## config.mk

```make
export PLATFORM = sky130hd
export DESIGN_NAME = lpmc_ctrl
export DESIGN_NICKNAME = d
export VERILOG_FILES = /design/src/design/lpmc_pkg.sv /design/src/design/lpmc_ctrl.sv
export VERILOG_INCLUDE_DIRS = /design/src /design/src/design
export SDC_FILE = /design/constraint.sdc
export NUM_CORES = 1
export LEC_CHECK = 0
export BUFFER_PORTS_ARGS = -buffer_cell sky130_fd_sc_hd__buf_2
export CAP_MARGIN = 20
export CORE_AREA = 2 2 86 88
export DETAILED_ROUTE_END_ITERATION = 8
export DIE_AREA = 0 0 88 90
export PLACE_DENSITY = 0.7
export SLEW_MARGIN = 30
export SYNTH_ARGS = -nofsm -noshare
export SYNTH_HDL_FRONTEND = slang
export SYNTH_SLANG_ARGS = --single-unit
```

## constraint.sdc

```tcl
create_clock -name ref_clk -period 1.9 [get_ports ref_clk]
set_input_delay 0.095 -clock ref_clk [delete_from_list [all_inputs] [get_ports ref_clk]]
set_output_delay 0.095 -clock ref_clk [all_outputs]
set_load 0.1 [all_outputs]
```

## src/design/lpmc_regs.svh

```systemverilog
// Purpose: register map and mode encodings of the low power mode controller
// Assumes: plain register port, 32-bit words, byte offsets
// Notes: field positions and codes named here, types in lpmc_pkg
`ifndef LPMC_REGS_SVH
`define LPMC_REGS_SVH
`define LPMC_ADDR_W        4
`define LPMC_OFF_MODE_SEL  4'h0
`define LPMC_OFF_CTRL      4'h4
`define LPMC_OFF_PERI_KEEP 4'h8
`define LPMC_OFF_WAKE_EN   4'hC
`define LPMC_MODE_W        4
`define LPMC_PERI_W        8
`define LPMC_CTRL_SUBOFF   0
`define LPMC_CTRL_SUBRUN   1
`define LPMC_CTRL_LVSUB    2
`define LPMC_CTRL_W        3
`define LPMC_RST_CTRL      3'h0
`define LPMC_RST_MODE      4'h0
`define LPMC_RST_PERI      8'h00
`define LPMC_RST_WAKE      8'h00
`define LPMC_SEL_HALT      4'h1
`define LPMC_SEL_STANDBY_FLASH_ON     4'h2
`define LPMC_SEL_STANDBY_FLASH_OFF     4'h3
`define LPMC_SEL_STOP      4'h4
`define LPMC_SEL_LVSTOP    4'h5
`define LPMC_SEL_SUBIDLE   4'h6
`define LPMC_SEL_LVSUBIDLE 4'h7
`define LPMC_SEL_RTCBK     4'h8
`define LPMC_TIMER_WAKE    0
`endif

```

## src/design/lpmc_pkg.sv

```systemverilog
// Purpose: types of the low power mode controller
// Assumes: included after lpmc_regs.svh
// Notes: state codes are the registered mode state
package lpmc_pkg;
	typedef enum logic [3:0] {
		LPMC_RUN       = 4'b0000,
		LPMC_HALT      = 4'b0001,
		LPMC_STANDBY_FLASH_ON     = 4'b0010,
		LPMC_STANDBY_FLASH_OFF     = 4'b0011,
		LPMC_STOP      = 4'b0100,
		LPMC_LVSTOP    = 4'b0101,
		LPMC_SUBIDLE   = 4'b0110,
		LPMC_LVSUBIDLE = 4'b0111,
		LPMC_RTCBK     = 4'b1000,
		LPMC_SUBRUN    = 4'b1001,
		LPMC_LVSUBRUN  = 4'b1010
	} lpmc_state_t;
endpackage : lpmc_pkg

```

## src/design/lpmc_ctrl.sv

```systemverilog
// Purpose: standby and low power mode controller, clock gates and power enables
// Assumes: standby request and wake lines are asynchronous to ref_clk
// Notes: every clock and power output is a flip-flop decoded from the next mode state
`include "lpmc_regs.svh"
`timescale 1ns/1ps
`default_nettype none
module lpmc_ctrl
	import lpmc_pkg::*;
(
	input  wire logic                    ref_clk,
	input  wire logic                    sys_rst,
	input  wire logic [`LPMC_ADDR_W-1:0] reg_addr,
	input  wire logic [31:0]             reg_wdata,
	input  wire logic                    reg_wr,
	input  wire logic                    reg_rd,
	output logic      [31:0]             reg_rdata,
	input  wire logic                    standby_req,
	input  wire logic [7:0]              wake_irq,
	output logic                         cpu_clk_en,
	output logic      [`LPMC_PERI_W-1:0] peri_clk_en,
	output logic                         main_osc_en,
	output logic                         pll_en,
	output logic                         standby_flash_on,
	output logic                         sub_osc_en,
	output logic                         sys_clk_sel_sub,
	output logic                         reg_low_voltage,
	output logic                         ram_retain,
	output logic                         rtc_clk_en,
	output logic                         rtc_backup_supply,
	output logic      [3:0]              mode_state
);
	logic [`LPMC_MODE_W-1:0] mode_sel_reg;
	logic [`LPMC_CTRL_W-1:0] ctrl_reg;
	logic [`LPMC_PERI_W-1:0] peri_keep_reg;
	logic [7:0]              wake_en_reg;
	lpmc_state_t             state_reg;
	lpmc_state_t             state_next;
	logic                    req_s1_reg;
	logic                    req_s2_reg;
	logic                    req_d_reg;
	logic [7:0]              wake_s1_reg;
	logic [7:0]              wake_s2_reg;

	// pins from other domains pass two flops before use
	always_ff @(posedge ref_clk or posedge sys_rst) begin
		if (sys_rst) begin
			req_s1_reg  <= 1'b0;
			req_s2_reg  <= 1'b0;
			req_d_reg   <= 1'b0;
			wake_s1_reg <= 8'h00;
			wake_s2_reg <= 8'h00;
		end else begin
			req_s1_reg  <= standby_req;
			req_s2_reg  <= req_s1_reg;
			req_d_reg   <= req_s2_reg;
			wake_s1_reg <= wake_irq;
			wake_s2_reg <= wake_s1_reg;
		end
	end

	wire req_rise   = req_s2_reg & ~req_d_reg;
	wire wake_any   = |(wake_s2_reg & wake_en_reg);
	wire timer_wake = wake_s2_reg[`LPMC_TIMER_WAKE];
	wire sel_wr     = reg_wr & (reg_addr == `LPMC_OFF_MODE_SEL);
	wire ctl_wr     = reg_wr & (reg_addr == `LPMC_OFF_CTRL);
	wire peri_wr    = reg_wr & (reg_addr == `LPMC_OFF_PERI_KEEP);
	wire wen_wr     = reg_wr & (reg_addr == `LPMC_OFF_WAKE_EN);
	wire in_run     = (state_reg == LPMC_RUN) | (state_reg == LPMC_SUBRUN) |
	                  (state_reg == LPMC_LVSUBRUN);
	wire lv_sub     = ctrl_reg[`LPMC_CTRL_LVSUB];
	wire sub_run    = ctrl_reg[`LPMC_CTRL_SUBRUN];
	wire sub_off    = ctrl_reg[`LPMC_CTRL_SUBOFF];
	// run state follows the software clock choice; standby returns here
	wire lpmc_state_t run_target = !sub_run ? LPMC_RUN : (lv_sub ? LPMC_LVSUBRUN : LPMC_SUBRUN);

	lpmc_state_t sel_state;
	always_comb begin
		case (mode_sel_reg)
			`LPMC_SEL_HALT:      sel_state = LPMC_HALT;
			`LPMC_SEL_STANDBY_FLASH_ON:     sel_state = LPMC_STANDBY_FLASH_ON;
			`LPMC_SEL_STANDBY_FLASH_OFF:     sel_state = LPMC_STANDBY_FLASH_OFF;
			`LPMC_SEL_STOP:      sel_state = LPMC_STOP;
			`LPMC_SEL_LVSTOP:    sel_state = LPMC_LVSTOP;
			`LPMC_SEL_SUBIDLE:   sel_state = LPMC_SUBIDLE;
			`LPMC_SEL_LVSUBIDLE: sel_state = LPMC_LVSUBIDLE;
			`LPMC_SEL_RTCBK:     sel_state = LPMC_RTCBK;
			default:             sel_state = run_target;
		endcase
	end

	always_comb begin
		state_next = state_reg;
		case (state_reg)
			LPMC_RUN, LPMC_SUBRUN, LPMC_LVSUBRUN: begin
				if (req_rise)
					state_next = sel_state;
				else
					state_next = run_target;
			end
			LPMC_HALT: begin
				if (wake_any | timer_wake)
					state_next = run_target;
			end
			LPMC_RTCBK: begin
				// only a reset leaves backup; ram content is not promised
				state_next = LPMC_RTCBK;
			end
			LPMC_STANDBY_FLASH_ON, LPMC_STANDBY_FLASH_OFF, LPMC_STOP, LPMC_LVSTOP, LPMC_SUBIDLE, LPMC_LVSUBIDLE: begin
				if (wake_any)
					state_next = run_target;
			end
			default: state_next = LPMC_RUN;
		endcase
	end

	// output decode from the next state so every output is one flop
	logic                    o_cpu;
	logic [`LPMC_PERI_W-1:0] o_peri;
	logic                    o_main;
	logic                    o_pll;
	logic                    o_flash;
	logic                    o_sub;
	logic                    o_sel_sub;
	logic                    o_lv;
	logic                    o_ram;
	logic                    o_rtc;
	logic                    o_bk;
	always_comb begin
		o_cpu     = 1'b0;
		o_peri    = {`LPMC_PERI_W{1'b0}};
		o_main    = 1'b1;
		o_pll     = 1'b1;
		o_flash   = 1'b1;
		o_sub     = 1'b1;
		o_sel_sub = 1'b0;
		o_lv      = 1'b0;
		o_ram     = 1'b1;
		o_rtc     = 1'b1;
		o_bk      = 1'b0;
		case (state_next)
			LPMC_RUN: begin
				o_cpu  = 1'b1;
				o_peri = {`LPMC_PERI_W{1'b1}};
			end
			LPMC_SUBRUN, LPMC_LVSUBRUN: begin
				o_cpu     = 1'b1;
				o_peri    = {`LPMC_PERI_W{1'b1}};
				o_sel_sub = 1'b1;
				o_lv      = (state_next == LPMC_LVSUBRUN);
			end
			LPMC_HALT: begin
				o_peri = {`LPMC_PERI_W{1'b1}};
			end
			LPMC_STANDBY_FLASH_ON: begin
				o_peri = peri_keep_reg;
			end
			LPMC_STANDBY_FLASH_OFF: begin
				o_pll   = 1'b0;
				o_flash = 1'b0;
			end
			LPMC_STOP, LPMC_LVSTOP: begin
				o_main  = 1'b0;
				o_pll   = 1'b0;
				o_flash = 1'b0;
				o_sub   = ~sub_off;
				o_rtc   = ~sub_off;
				o_ram   = 1'b1;
				o_lv    = (state_next == LPMC_LVSTOP);
			end
			LPMC_SUBIDLE: begin
				o_sel_sub = 1'b1;
			end
			LPMC_LVSUBIDLE: begin
				o_sel_sub = 1'b1;
				o_main    = 1'b0;
				o_pll     = 1'b0;
				o_flash   = 1'b0;
				o_lv      = 1'b1;
			end
			LPMC_RTCBK: begin
				o_main  = 1'b0;
				o_pll   = 1'b0;
				o_flash = 1'b0;
				o_ram   = 1'b0;
				o_bk    = 1'b1;
			end
			default: o_cpu = 1'b1;
		endcase
	end

	always_ff @(posedge ref_clk or posedge sys_rst) begin
		if (sys_rst) begin
			state_reg         <= LPMC_RUN;
			cpu_clk_en        <= 1'b1;
			peri_clk_en       <= {`LPMC_PERI_W{1'b1}};
			main_osc_en       <= 1'b1;
			pll_en            <= 1'b1;
			standby_flash_on  <= 1'b1;
			sub_osc_en        <= 1'b1;
			sys_clk_sel_sub   <= 1'b0;
			reg_low_voltage   <= 1'b0;
			ram_retain        <= 1'b1;
			rtc_clk_en        <= 1'b1;
			rtc_backup_supply <= 1'b0;
			mode_state        <= 4'h0;
		end else begin
			state_reg         <= state_next;
			cpu_clk_en        <= o_cpu;
			peri_clk_en       <= o_peri;
			main_osc_en       <= o_main;
			pll_en            <= o_pll;
			standby_flash_on  <= o_flash;
			sub_osc_en        <= o_sub;
			sys_clk_sel_sub   <= o_sel_sub;
			reg_low_voltage   <= o_lv;
			ram_retain        <= o_ram;
			rtc_clk_en        <= o_rtc;
			rtc_backup_supply <= o_bk;
			mode_state        <= state_next;
		end
	end

	always_ff @(posedge ref_clk or posedge sys_rst) begin
		if (sys_rst) begin
			mode_sel_reg  <= `LPMC_RST_MODE;
			ctrl_reg      <= `LPMC_RST_CTRL;
			peri_keep_reg <= `LPMC_RST_PERI;
			wake_en_reg   <= `LPMC_RST_WAKE;
		end else begin
			if (sel_wr)
				mode_sel_reg <= reg_wdata[`LPMC_MODE_W-1:0];
			if (ctl_wr)
				ctrl_reg <= reg_wdata[`LPMC_CTRL_W-1:0];
			if (peri_wr)
				peri_keep_reg <= reg_wdata[`LPMC_PERI_W-1:0];
			if (wen_wr)
				wake_en_reg <= reg_wdata[7:0];
		end
	end

	logic [31:0] rd_mux;
	always_comb begin
		case (reg_addr)
			`LPMC_OFF_MODE_SEL:  rd_mux = {24'h0000_00, state_reg, mode_sel_reg};
			`LPMC_OFF_CTRL:      rd_mux = {29'h0000_0000, ctrl_reg};
			`LPMC_OFF_PERI_KEEP: rd_mux = {24'h0000_00, peri_keep_reg};
			`LPMC_OFF_WAKE_EN:   rd_mux = {24'h0000_00, wake_en_reg};
			default:             rd_mux = 32'h0000_0000;
		endcase
	end

	// read data valid only in the cycle after the strobe
	always_ff @(posedge ref_clk or posedge sys_rst) begin
		if (sys_rst)
			reg_rdata <= 32'h0000_0000;
		else
			reg_rdata <= reg_rd ? rd_mux : 32'h0000_0000;
	end
endmodule : lpmc_ctrl
`default_nettype wire

```

# ---- Yosys cells after proc, flatten, opt, wreduce, memory -nomap -nowiden
# Cells that the tools add are included.
dict set report totals {
  word_cells 91
  out_inout_bits 54
  register_bits 94
  inputBits 49
}
dict set report op_classes {
  n_reduce_logical 13
  n_mux 18
  bitwise_logic 9
  eq_ne 31
}
# cell n
set op_table {}
lappend op_table {{$eq A4 B3 Y1 const B} 13}
lappend op_table {{$eq A4 B4 Y1 const B} 9}
lappend op_table {{$mux W32} 1}
lappend op_table {{$pmux W4 S8} 1}
lappend op_table {{$pmux W8 S4} 1}
lappend op_table {{$eq A4 B2 Y1 const B} 6}
lappend op_table {{$mux W4} 4}
lappend op_table {{$pmux W4 S4} 1}
lappend op_table {{$pmux W8 S2} 1}
lappend op_table {{$reduce_or A8 Y1} 2}
lappend op_table {{$eq A4 B1 Y1 const B} 3}
lappend op_table {{$logic_not A4 Y1} 3}
lappend op_table {{$reduce_or A4 Y1} 3}
lappend op_table {{$and A8 B8 Y8} 1}
lappend op_table {{$mux W1} 7}
lappend op_table {{$reduce_or A6 Y1} 1}
lappend op_table {{$and A1 B1 Y1} 5}
lappend op_table {{$reduce_or A5 Y1} 1}
lappend op_table {{$reduce_or A2 Y1} 2}
lappend op_table {{$pmux W1 S3} 1}
lappend op_table {{$reduce_or A3 Y1} 1}
lappend op_table {{$mux W2} 1}
lappend op_table {{$not A1 Y1} 2}
lappend op_table {{$or A1 B1 Y1} 1}

# ---- Longest topological paths before layout
# Gate-level depths: netlist (run 1).
dict set report depth {
  ltp_word 8
  depth_mapped 9
  depth_no_buf 8
}

# ---- Worst setup path after synthesis (run 1)
# OpenSTA, ideal clock, no wires.
dict set report synth_timing {
  kind {flip-flop to flip-flop}
  from {register state_reg[1]}
  to {register reg_low_voltage}
  slack_ps -629
  t_arrival_ps 2446
  synth_period_minus_slack_ps 2529
  setup_time_ps 83
  path_buffers 2
  path_stages_with_launch 9
  required_ps 1817
  cell_sequence {dfrtp_1 > nor2_1 > or3b_2 > o22ai_1 > or3_1 > buf_6 > buf_6 > inv_1 > o22ai_1}
}
dict set report synth_via {
  elab_chain_cells 6
  word_cells_on_any_way 24
  classes_between {eq/ne (15); mux (4); reduce/logical (5)}
}
# item line
set synth_lines {}
lappend synth_lines {{start, declared} lpmc_ctrl.sv:36} ;# lpmc_state_t state_reg;
lappend synth_lines {{start signal, assigned} lpmc_ctrl.sv:207} ;# state_reg <= state_next;
lappend synth_lines {{$eq A4 B2 Y1 (tied with other cells)} lpmc_ctrl.sv:93} ;# case (state_reg)
lappend synth_lines {{$reduce_or A6 Y1 / $reduce_or A3 Y1 (equally long branches)} lpmc_ctrl.sv:93}
lappend synth_lines {{$pmux W4 S4 *} lpmc_ctrl.sv:93}
lappend synth_lines {{net state_next[3]} lpmc_ctrl.sv:37} ;# lpmc_state_t state_next;
lappend synth_lines {{$eq A4 B3 Y1 (tied with other cells)} {lpmc_ctrl.sv:140, lpmc_ctrl.sv:168}}
lappend synth_lines {{$reduce_or A2 Y1} --}
lappend synth_lines {{$pmux W1 S3 *} lpmc_ctrl.sv:140} ;# case (state_next)
lappend synth_lines {{net o_lv} lpmc_ctrl.sv:124} ;# logic o_lv;
lappend synth_lines {{end signal, assigned} lpmc_ctrl.sv:215} ;# reg_low_voltage <= o_lv;
lappend synth_lines {{end, declared} lpmc_ctrl.sv:26} ;# output logic reg_low_voltage,
# The timed path passes the listed nets; every way through them passes the cells marked *.
# A chain may end at the register's enable or synchronous reset.

# ---- Final worst setup path (run 1)
dict set report layout_timing {
  from {register wake_s2_reg[3]}
  to {register standby_flash_on}
}
dict set report layout_via {
  elab_chain_cells 8
  word_cells_on_any_way 13
  classes_between {eq/ne (5); mux (4); bitwise (2); reduce/logical (2)}
}
# item line
set layout_lines {}
lappend layout_lines {{start, declared} lpmc_ctrl.sv:42} ;# logic [7:0] wake_s2_reg;
lappend layout_lines {{start signal, assigned} lpmc_ctrl.sv:57} ;# wake_s2_reg <= wake_s1_reg;
lappend layout_lines {{$and A8 B8 Y8 *} lpmc_ctrl.sv:62} ;# wire wake_any = |(wake_s2_reg & wake_en_reg);
lappend layout_lines {{$reduce_or A8 Y1 *} lpmc_ctrl.sv:62}
lappend layout_lines {{$or A1 B1 Y1} lpmc_ctrl.sv:101} ;# if (wake_any | timer_wake)
lappend layout_lines {{$mux W4} lpmc_ctrl.sv:101}
lappend layout_lines {{$pmux W4 S4 *} lpmc_ctrl.sv:93}
lappend layout_lines {{$eq A4 B3 Y1 (tied with other cells)} lpmc_ctrl.sv:140}
lappend layout_lines {{$reduce_or A5 Y1 (no line) *} --}
lappend layout_lines {{$mux W1 *} lpmc_ctrl.sv:140}
lappend layout_lines {{net o_flash} lpmc_ctrl.sv:121} ;# logic o_flash;
lappend layout_lines {{end signal, assigned} lpmc_ctrl.sv:212} ;# standby_flash_on <= o_flash;
lappend layout_lines {{end, declared} lpmc_ctrl.sv:23} ;# output logic standby_flash_on,
# Marked as above.

==> run_results.csv, run 1 <==
group,metric,value,unit
floorplanning,floorplan.initialDensity,44.07,%
critical_path,rrSetupSlack,-0.29,ns
floorplanning,io_pins,103,
power_and_ir_drop,p_int,4.023,mW
global_routing,top_usage_layer,"met2",
critical_path,crit_path_start_kind,"register",
critical_path,crit_end,"standby_flash_on$_DFF_PP1_",
outcome,violations,"setup timing",
synth,async_flop_share,100.0,%
clock_tree,cts_buffers,9,
critical_path,reg2regPathDepth,9,
sta,whs,0.01576,ns
sta,worst_pin_slew,0.6790,ns
placed_design,port_buffers,54,
clock_tree,cts_max_level,3,
synth,synth-seq-area-share,57.14,%
power_and_ir_drop,p_seq_share,28.1,%
global_routing,grt.overflow.total,0,
sta,fin_tns_setup,-4.496,ns
final_layout,nFillCells,584,
clock_tree,cts_num_sinks,70,
floorplanning,fp-row-count,31,
clock_tree,clkLatencyLatePin,0.35,ns
global_routing,use_met2,29.80,%
power_and_ir_drop,p_per_area,1859,mW/mm^2
clock_tree,clockBufferDepth,2,
final_layout,n_antenna_cell,0,
min_path,hold_class,"primary input to register",
detailed_routing,ant_nets,0,
clock_tree,cts-root-buf,"clkbuf_8",
critical_path,end_kind,"register",
power_and_ir_drop,p_comb_share,55.4,%
sta,slew_headroom,54.67,%
power_and_ir_drop,leakagePower,1.920,nW
sta,period_share,115.5,%
final_layout,final_nets,401,
critical_path,cp-startpoint,"wake_s2_reg[3]$_DFF_PP0_",
sta,period_needed,2.195,ns
clock_tree,cts_tree,"done",
detailed_routing,firstDrtPassIters,4,
detailed_routing,dr_total_vias,2251,
final_layout,layout-drive-gt1-share,53.09,%
sta,max_freq,455.7,MHz
sta,hold_violations,0,
synth,synth.distinct_cells,43,
sta,rsz0062_at_grt,"yes",
clock_tree,clk_pin_slew,0.07,ns
synth,synthCells,244,
power_and_ir_drop,sw_frac_of_total,47.71,%
critical_path,cp.arrival,2.47,ns
outcome,run_status,"finished with violations",
global_routing,grt.total_usage,18.46,%
global_routing,grt_pass1_vias,2198,
placed_design,hpwl,4979,um
sta,clock_skew,0.005001,ns
sta,maxSlewViolCount,0,
power_and_ir_drop,power_frac_clock,16.5,%
placed_design,place_inst,419,
global_routing,grt_max_degree,34,
critical_path,r2r_end,"standby_flash_on$_DFF_PP1_",
synth,synth_enable_flop_cells,0,
critical_path,critPathMaxFanout,6,
global_routing,grt_pass1_wl,10940,um
floorplanning,die_y,90,um
job,cap_violations,0,
global_routing,antenna_found_initial,0,
power_and_ir_drop,switching_power,3.671,mW
floorplanning,core_region_area,0.007020,mm^2
detailed_routing,drt-initial-drc-count,128,
synth,synth.cell_area,0.003094,mm^2
final_layout,layout_commonest_cell,"buf_2",
synth,avgSynthCellArea,12.68,um^2
synth,ys_warn_count,0,
sta,timing.final.ws_setup,-0.2946,ns
min_path,holdCritStartpoint,"reg_wdata[6]",
critical_path,r2r-start,"wake_s2_reg[3]$_DFF_PP0_",
floorplanning,dieWidth,88,um
final_layout,area_growth,33.76,%
floorplanning,die_area,0.007920,mm^2
global_routing,use_met1,23.48,%
critical_path,critPathRequiredTime,2.18,ns
detailed_routing,drt-total-wl,6974,um
final_layout,final_cell_mix,"54 x buf_2, 53 x dfrtp_1, 37 x buf_4",
detailed_routing,wl_per_cell,15.33,um
synth,synthFlopType,"dfrtp_1",
synth,ys_seq_elements,70,
detailed_routing,drc,0,
sta,finalSetupViolCount,19,
power_and_ir_drop,vdd_drop_max,0.0007539,V
power_and_ir_drop,finalPower,7.694,mW
placed_design,place.gp.congestion,0.8716,
detailed_routing,via_per_inst,4.947,
global_routing,use_met3,5.142,%
critical_path,worstSetupPathType,"register to register",
final_layout,final_cell_count_no_fill,455,
==> power by group through the flow <==
stage               logic [mW]  clock network, mW  registers (mW)
CTS                       4.03               1.30            2.16
global route              4.48               1.36            2.20
detailed placement        3.71                  0            2.19
global placement          3.64                  0            2.17
finish                    4.26               1.27            2.16
floorplan                 1.65                  0            3.56
==> worst min-delay path by stage <==
| stage | to | slack (ns) | cells past startpoint |
|---|---|---|---|
| after floorplan | req_s1_reg$_DFF_PP0_ | 0.13 | 0 |
| after global placement | wake_s1_reg[0]$_DFF_PP0_ | 0.20 | 1 |
| after detailed placement | wake_s1_reg[1]$_DFF_PP0_ | 0.20 | 1 |
| after CTS | peri_keep_reg[6]$_DFFE_PP0P_ | 0.01 | 2 |
| after global routing | peri_keep_reg[6]$_DFFE_PP0P_ | 0.006 | 2 |
| final | peri_keep_reg[6]$_DFFE_PP0P_ | 0.02 | 2 |
==> critical path: stages (launching register included) <==
cell and delay (ns):
dfrtp_1 0.38, a222oi_1 0.33, buf_4 0.17, and4_4 0.26, buf_4 0.13, o32ai_4 0.10
a221oi_4 0.34, buf_12 0.17, and2_4 0.17, a21oi_2 0.06
==> stage by stage <==
stage / setup slack [ns] / area (um^2) / utilization, %
after floorplan: -0.2430 / 3217 / -
after global placement: -0.3037 / 3631 / 51.72
after detailed placement: -0.3128 / 3631 / 51.72
after CTS: -0.3002 / 4063 / 57.87
after global routing: -0.4390 / 4139 / 58.96
final: -0.2946 / 4139 / 58.96
==> layer usage <==
| metal | wire, um | share of wire (%) | up-vias |
|---|---|---|---|
| met2 | 3422 | 49 | 86 |
| met5 | 0 | 0 | - |
| li1 | - | - | 1047 |
| met1 | 3019 | 43 | 1100 |
| met3 | 356 | 5.1 | 18 |
| met4 | 175 | 2.5 | 0 |
==> final cells by class <==
type                            count  area (um^2)  share of cell area [%]
Multi-Input combinational cell    157         1254                   30.29
Timing Repair Buffer              109        753.2                   18.20
Tap cell                           99        123.9                   2.993
Sequential cell                    70         1773                   42.84
Inverter                            5        23.77                  0.5744
Clock buffer                        9        123.9                   2.993
Clock inverter                      6        87.58                   2.116
==> synth_stat cells, drive strengths merged (2+ instances only) <==
master  instances  area (um^2)
nand3b          5        37.54
a21oi           6        33.78
and2            3        18.77
clkbuf          4        15.01
inv             5        18.77
nand2b          4        25.02
mux2           28        315.3
a22oi           8        73.82
nor2b           3        18.77
a221oi          2        52.55
dfstp          13        341.6
buf            31        235.2
o22ai           3        18.77
nand2           8        30.03
mux4            3        67.56
nand3           4        20.02
o21ai          10        50.04
nor3            2        10.01
dfrtp          57         1426
a31oi          12        75.07
and3            3        18.77
nor4bb          3        30.03
nor2           13        48.80
==> kinds of logic (layout without fill, tap and decap cells) <==
| logic type | count (synthesis) | count (layout) | share of synthesized area (%) |
|---|---|---|---|
| AOI/OAI and AO/OA | 47 | 47 | 11.56 |
| other | 1 | 24 | 0.1212 |
| and+or+nand+nor | 55 | 55 | 10.11 |
| muxes | 31 | 31 | 12.37 |
| buffers and inverters | 40 | 129 | 8.694 |
| DFF | 70 | 70 | 57.14 |
==> timing repair <==
item,CTS,global route
buffers inserted,4,5
hold buffers,12,0
setup endpoints to repair,18,19
endpoints found under the hold margin,31,0
gates resized for setup,10,18
cloned,2,0
pin swaps,4,6
No activity file was read; power rests on OpenSTA's default activity.
==> inputs of run 2 (changes only) <==
- CORE_AREA: 2 2 86 88 -> 2 2 79 96
- DIE_AREA: 0 0 88 90 -> 0 0 81 98
==> run 2 against run 1 <==
The flow still finishes with violations (setup timing); via count is 2.1% lower; wire length fell by 5.9%; hold slack got worse by 0.0078 ns; power is 2.6% lower; sequential power about the same; highest routed layer unchanged.
==> run_results.csv, run 2 (synthesis gave the netlist of run 1 again) <==
group,metric,value,unit
outcome,run_status,"finished with violations",
outcome,violations,"setup timing",
final_layout,final_nets,395,
sta,worst_pin_slew,0.5099,ns
detailed_routing,wl_per_cell,14.88,um
critical_path,end_kind,"register",
global_routing,grt.overflow.total,0,
final_layout,layout_commonest_cell,"buf_2",
clock_tree,cts-root-buf,"clkbuf_8",
final_layout,final_cell_mix,"54 x buf_2, 53 x dfrtp_1, 31 x buf_4",
final_layout,area_growth,31.18,%
global_routing,antenna_found_initial,0,
power_and_ir_drop,vdd_drop_max,0.001245,V
detailed_routing,drt-initial-drc-count,74,
detailed_routing,firstDrtPassIters,4,
sta,rsz0062_at_grt,"yes",
critical_path,crit_path_start_kind,"register",
sta,slew_headroom,65.90,%
sta,maxSlewViolCount,0,
critical_path,worstSetupPathType,"register to register",
sta,clock_skew,0.01085,ns
sta,max_freq,456.3,MHz
detailed_routing,drt-total-wl,6560,um
final_layout,final_area,0.004059,mm^2
sta,hold_violations,0,
placed_design,place.gp.congestion,0.8619,
floorplanning,io_pins,103,
global_routing,grt_max_degree,71,
critical_path,cpPeakStageDelay,0.41,ns
critical_path,critPathSlowestCell,"dfrtp_1",
detailed_routing,dr_total_vias,2203,
job,cap_violations,0,
detailed_routing,ant_nets,0,
global_routing,grt_pass1_wl,10310,um
clock_tree,clockBufferDepth,2,
sta,period_needed,2.191,ns
floorplanning,die_area,0.007938,mm^2
final_layout,n_antenna_cell,0,
sta,period_share,115.3,%
clock_tree,cts_buffers,9,
floorplanning,core_region_area,0.007062,mm^2
min_path,hold_class,"primary input to register",
final_layout,layout-drive-gt1-share,50.43,%
floorplanning,die_y,98,um
power_and_ir_drop,leakagePower,1.887,nW
placed_design,port_buffers,54,
clock_tree,cts_tree,"done",
detailed_routing,drc,0,
clock_tree,clkLatencyLatePin,0.34,ns
clock_tree,clk_pin_slew,0.07,ns
clock_tree,cts_max_level,3,
floorplanning,dieWidth,81,um
power_and_ir_drop,p_per_area,1847,mW/mm^2
placed_design,postPlaceCellArea,0.003612,mm^2
critical_path,critical_path.cell_chain,"a222oi_1, buf_4, and4_4, o22ai_2, or3_4, buf_8, a31oi_1, o21ai_1",
critical_path,critPathMaxFanout,7,
floorplanning,floorplan.initialDensity,43.82,%
sta,finalSetupViolCount,19,
global_routing,grt.total_usage,17.29,%
critical_path,critPathRequiredTime,2.15,ns
global_routing,grt_pass1_vias,2116,
sta,timing.final.ws_setup,-0.2913,ns
power_and_ir_drop,finalPower,7.496,mW
floorplanning,fp-row-count,34,
critical_path,cp.arrival,2.44,ns
placed_design,hpwl,4757,um
detailed_routing,via_per_inst,4.995,
clock_tree,cts_num_sinks,70,
run 2: changes by cell type in the layout (fill, tap and decap cells not counted), sizes merged:
cell / previous run / this run
buf: 97 / 90
clkbuf: 9 / 12
bufinv: 2 / 1
clkinv: 4 / 3
clkinvlp: 0 / 1
run 2: critical path: cells and delay by family (launching register included):
family / cells / cell delay [ns]
AND/OR/NAND/NOR: 2 / 0.64
flip-flops: 1 / 0.41
AO/OA/AOI/OAI: 4 / 0.70
buffers and inverters: 2 / 0.34
run 2: path summary, 6_finish.rpt:
path	slack [ns]	from	cells after the start	end
worst min-delay path	0.008	reg_wdata[4]	2	wake_en_reg[4]$_DFFE_PP0P_
worst min register to register	0.35	wake_s1_reg[4]$_DFF_PP0_	0	wake_s2_reg[4]$_DFF_PP0_
worst max register to register	-0.29	wake_en_reg[6]$_DFFE_PP0P_	8	peri_clk_en[0]$_DFF_PP1_
max in group asynchronous	1.20	sys_rst	4	rtc_clk_en$_DFF_PP1_
min in group asynchronous	0.36	sys_rst	4	peri_keep_reg[6]$_DFFE_PP0P_
worst max-delay path	-0.29	wake_en_reg[6]$_DFFE_PP0P_	8	peri_clk_en[0]$_DFF_PP1_
run 2: final cells by class:
class | count | area [um^2]
clock buffers | 11 | 151.4
clock inverters | 5 | 56.30
fillers | 586 | 3003
inverters | 5 | 31.28
multi-input cells | 157 | 1209
flip-flops and latches | 70 | 1773
well taps | 90 | 112.6
repair buffers | 103 | 725.7
run 2: power by group:
part	total, mW	leakage (nW)	switching, mW	internal [mW]
Clock	1.22	0.106	0.540	0.677
Combinational	4.14	0.944	2.85	1.30
Sequential	2.14	0.837	0.203	1.93
run 2: per-stage QoR:
step           worst slack (ns)  util [%]  hold WS (ns)  TNS (ns)  instances
2_1_floorplan           -0.2430         -        0.1264    -3.494        267
3_3_place_gp            -0.3177     51.15        0.1894    -4.686        409
3_5_place_dp            -0.3480     51.15        0.2006    -5.243        409
4_1_cts                 -0.2667     56.52      0.003937    -3.976        438
5_1_grt                 -0.3893     57.48     0.0004410    -5.669        441
6_report                -0.2913     57.48      0.007984    -3.764        441
run 2: timing repair:
action,CTS,global route
cloned,0,1
pin swaps,6,6
setup buffers,1,3
hold buffers,12,0
endpoints found under the setup margin,19,19
resized for setup,11,8
endpoints found under the hold margin,69,0
run 2: layer usage:
layer	global-route usage (%)	vias to the layer above	routed length, um
met5	0	-	0
met4	8.605	0	155
met1	21.94	1073	2670
met3	4.159	14	327
li1	-	1034	-
met2	27.40	82	3407
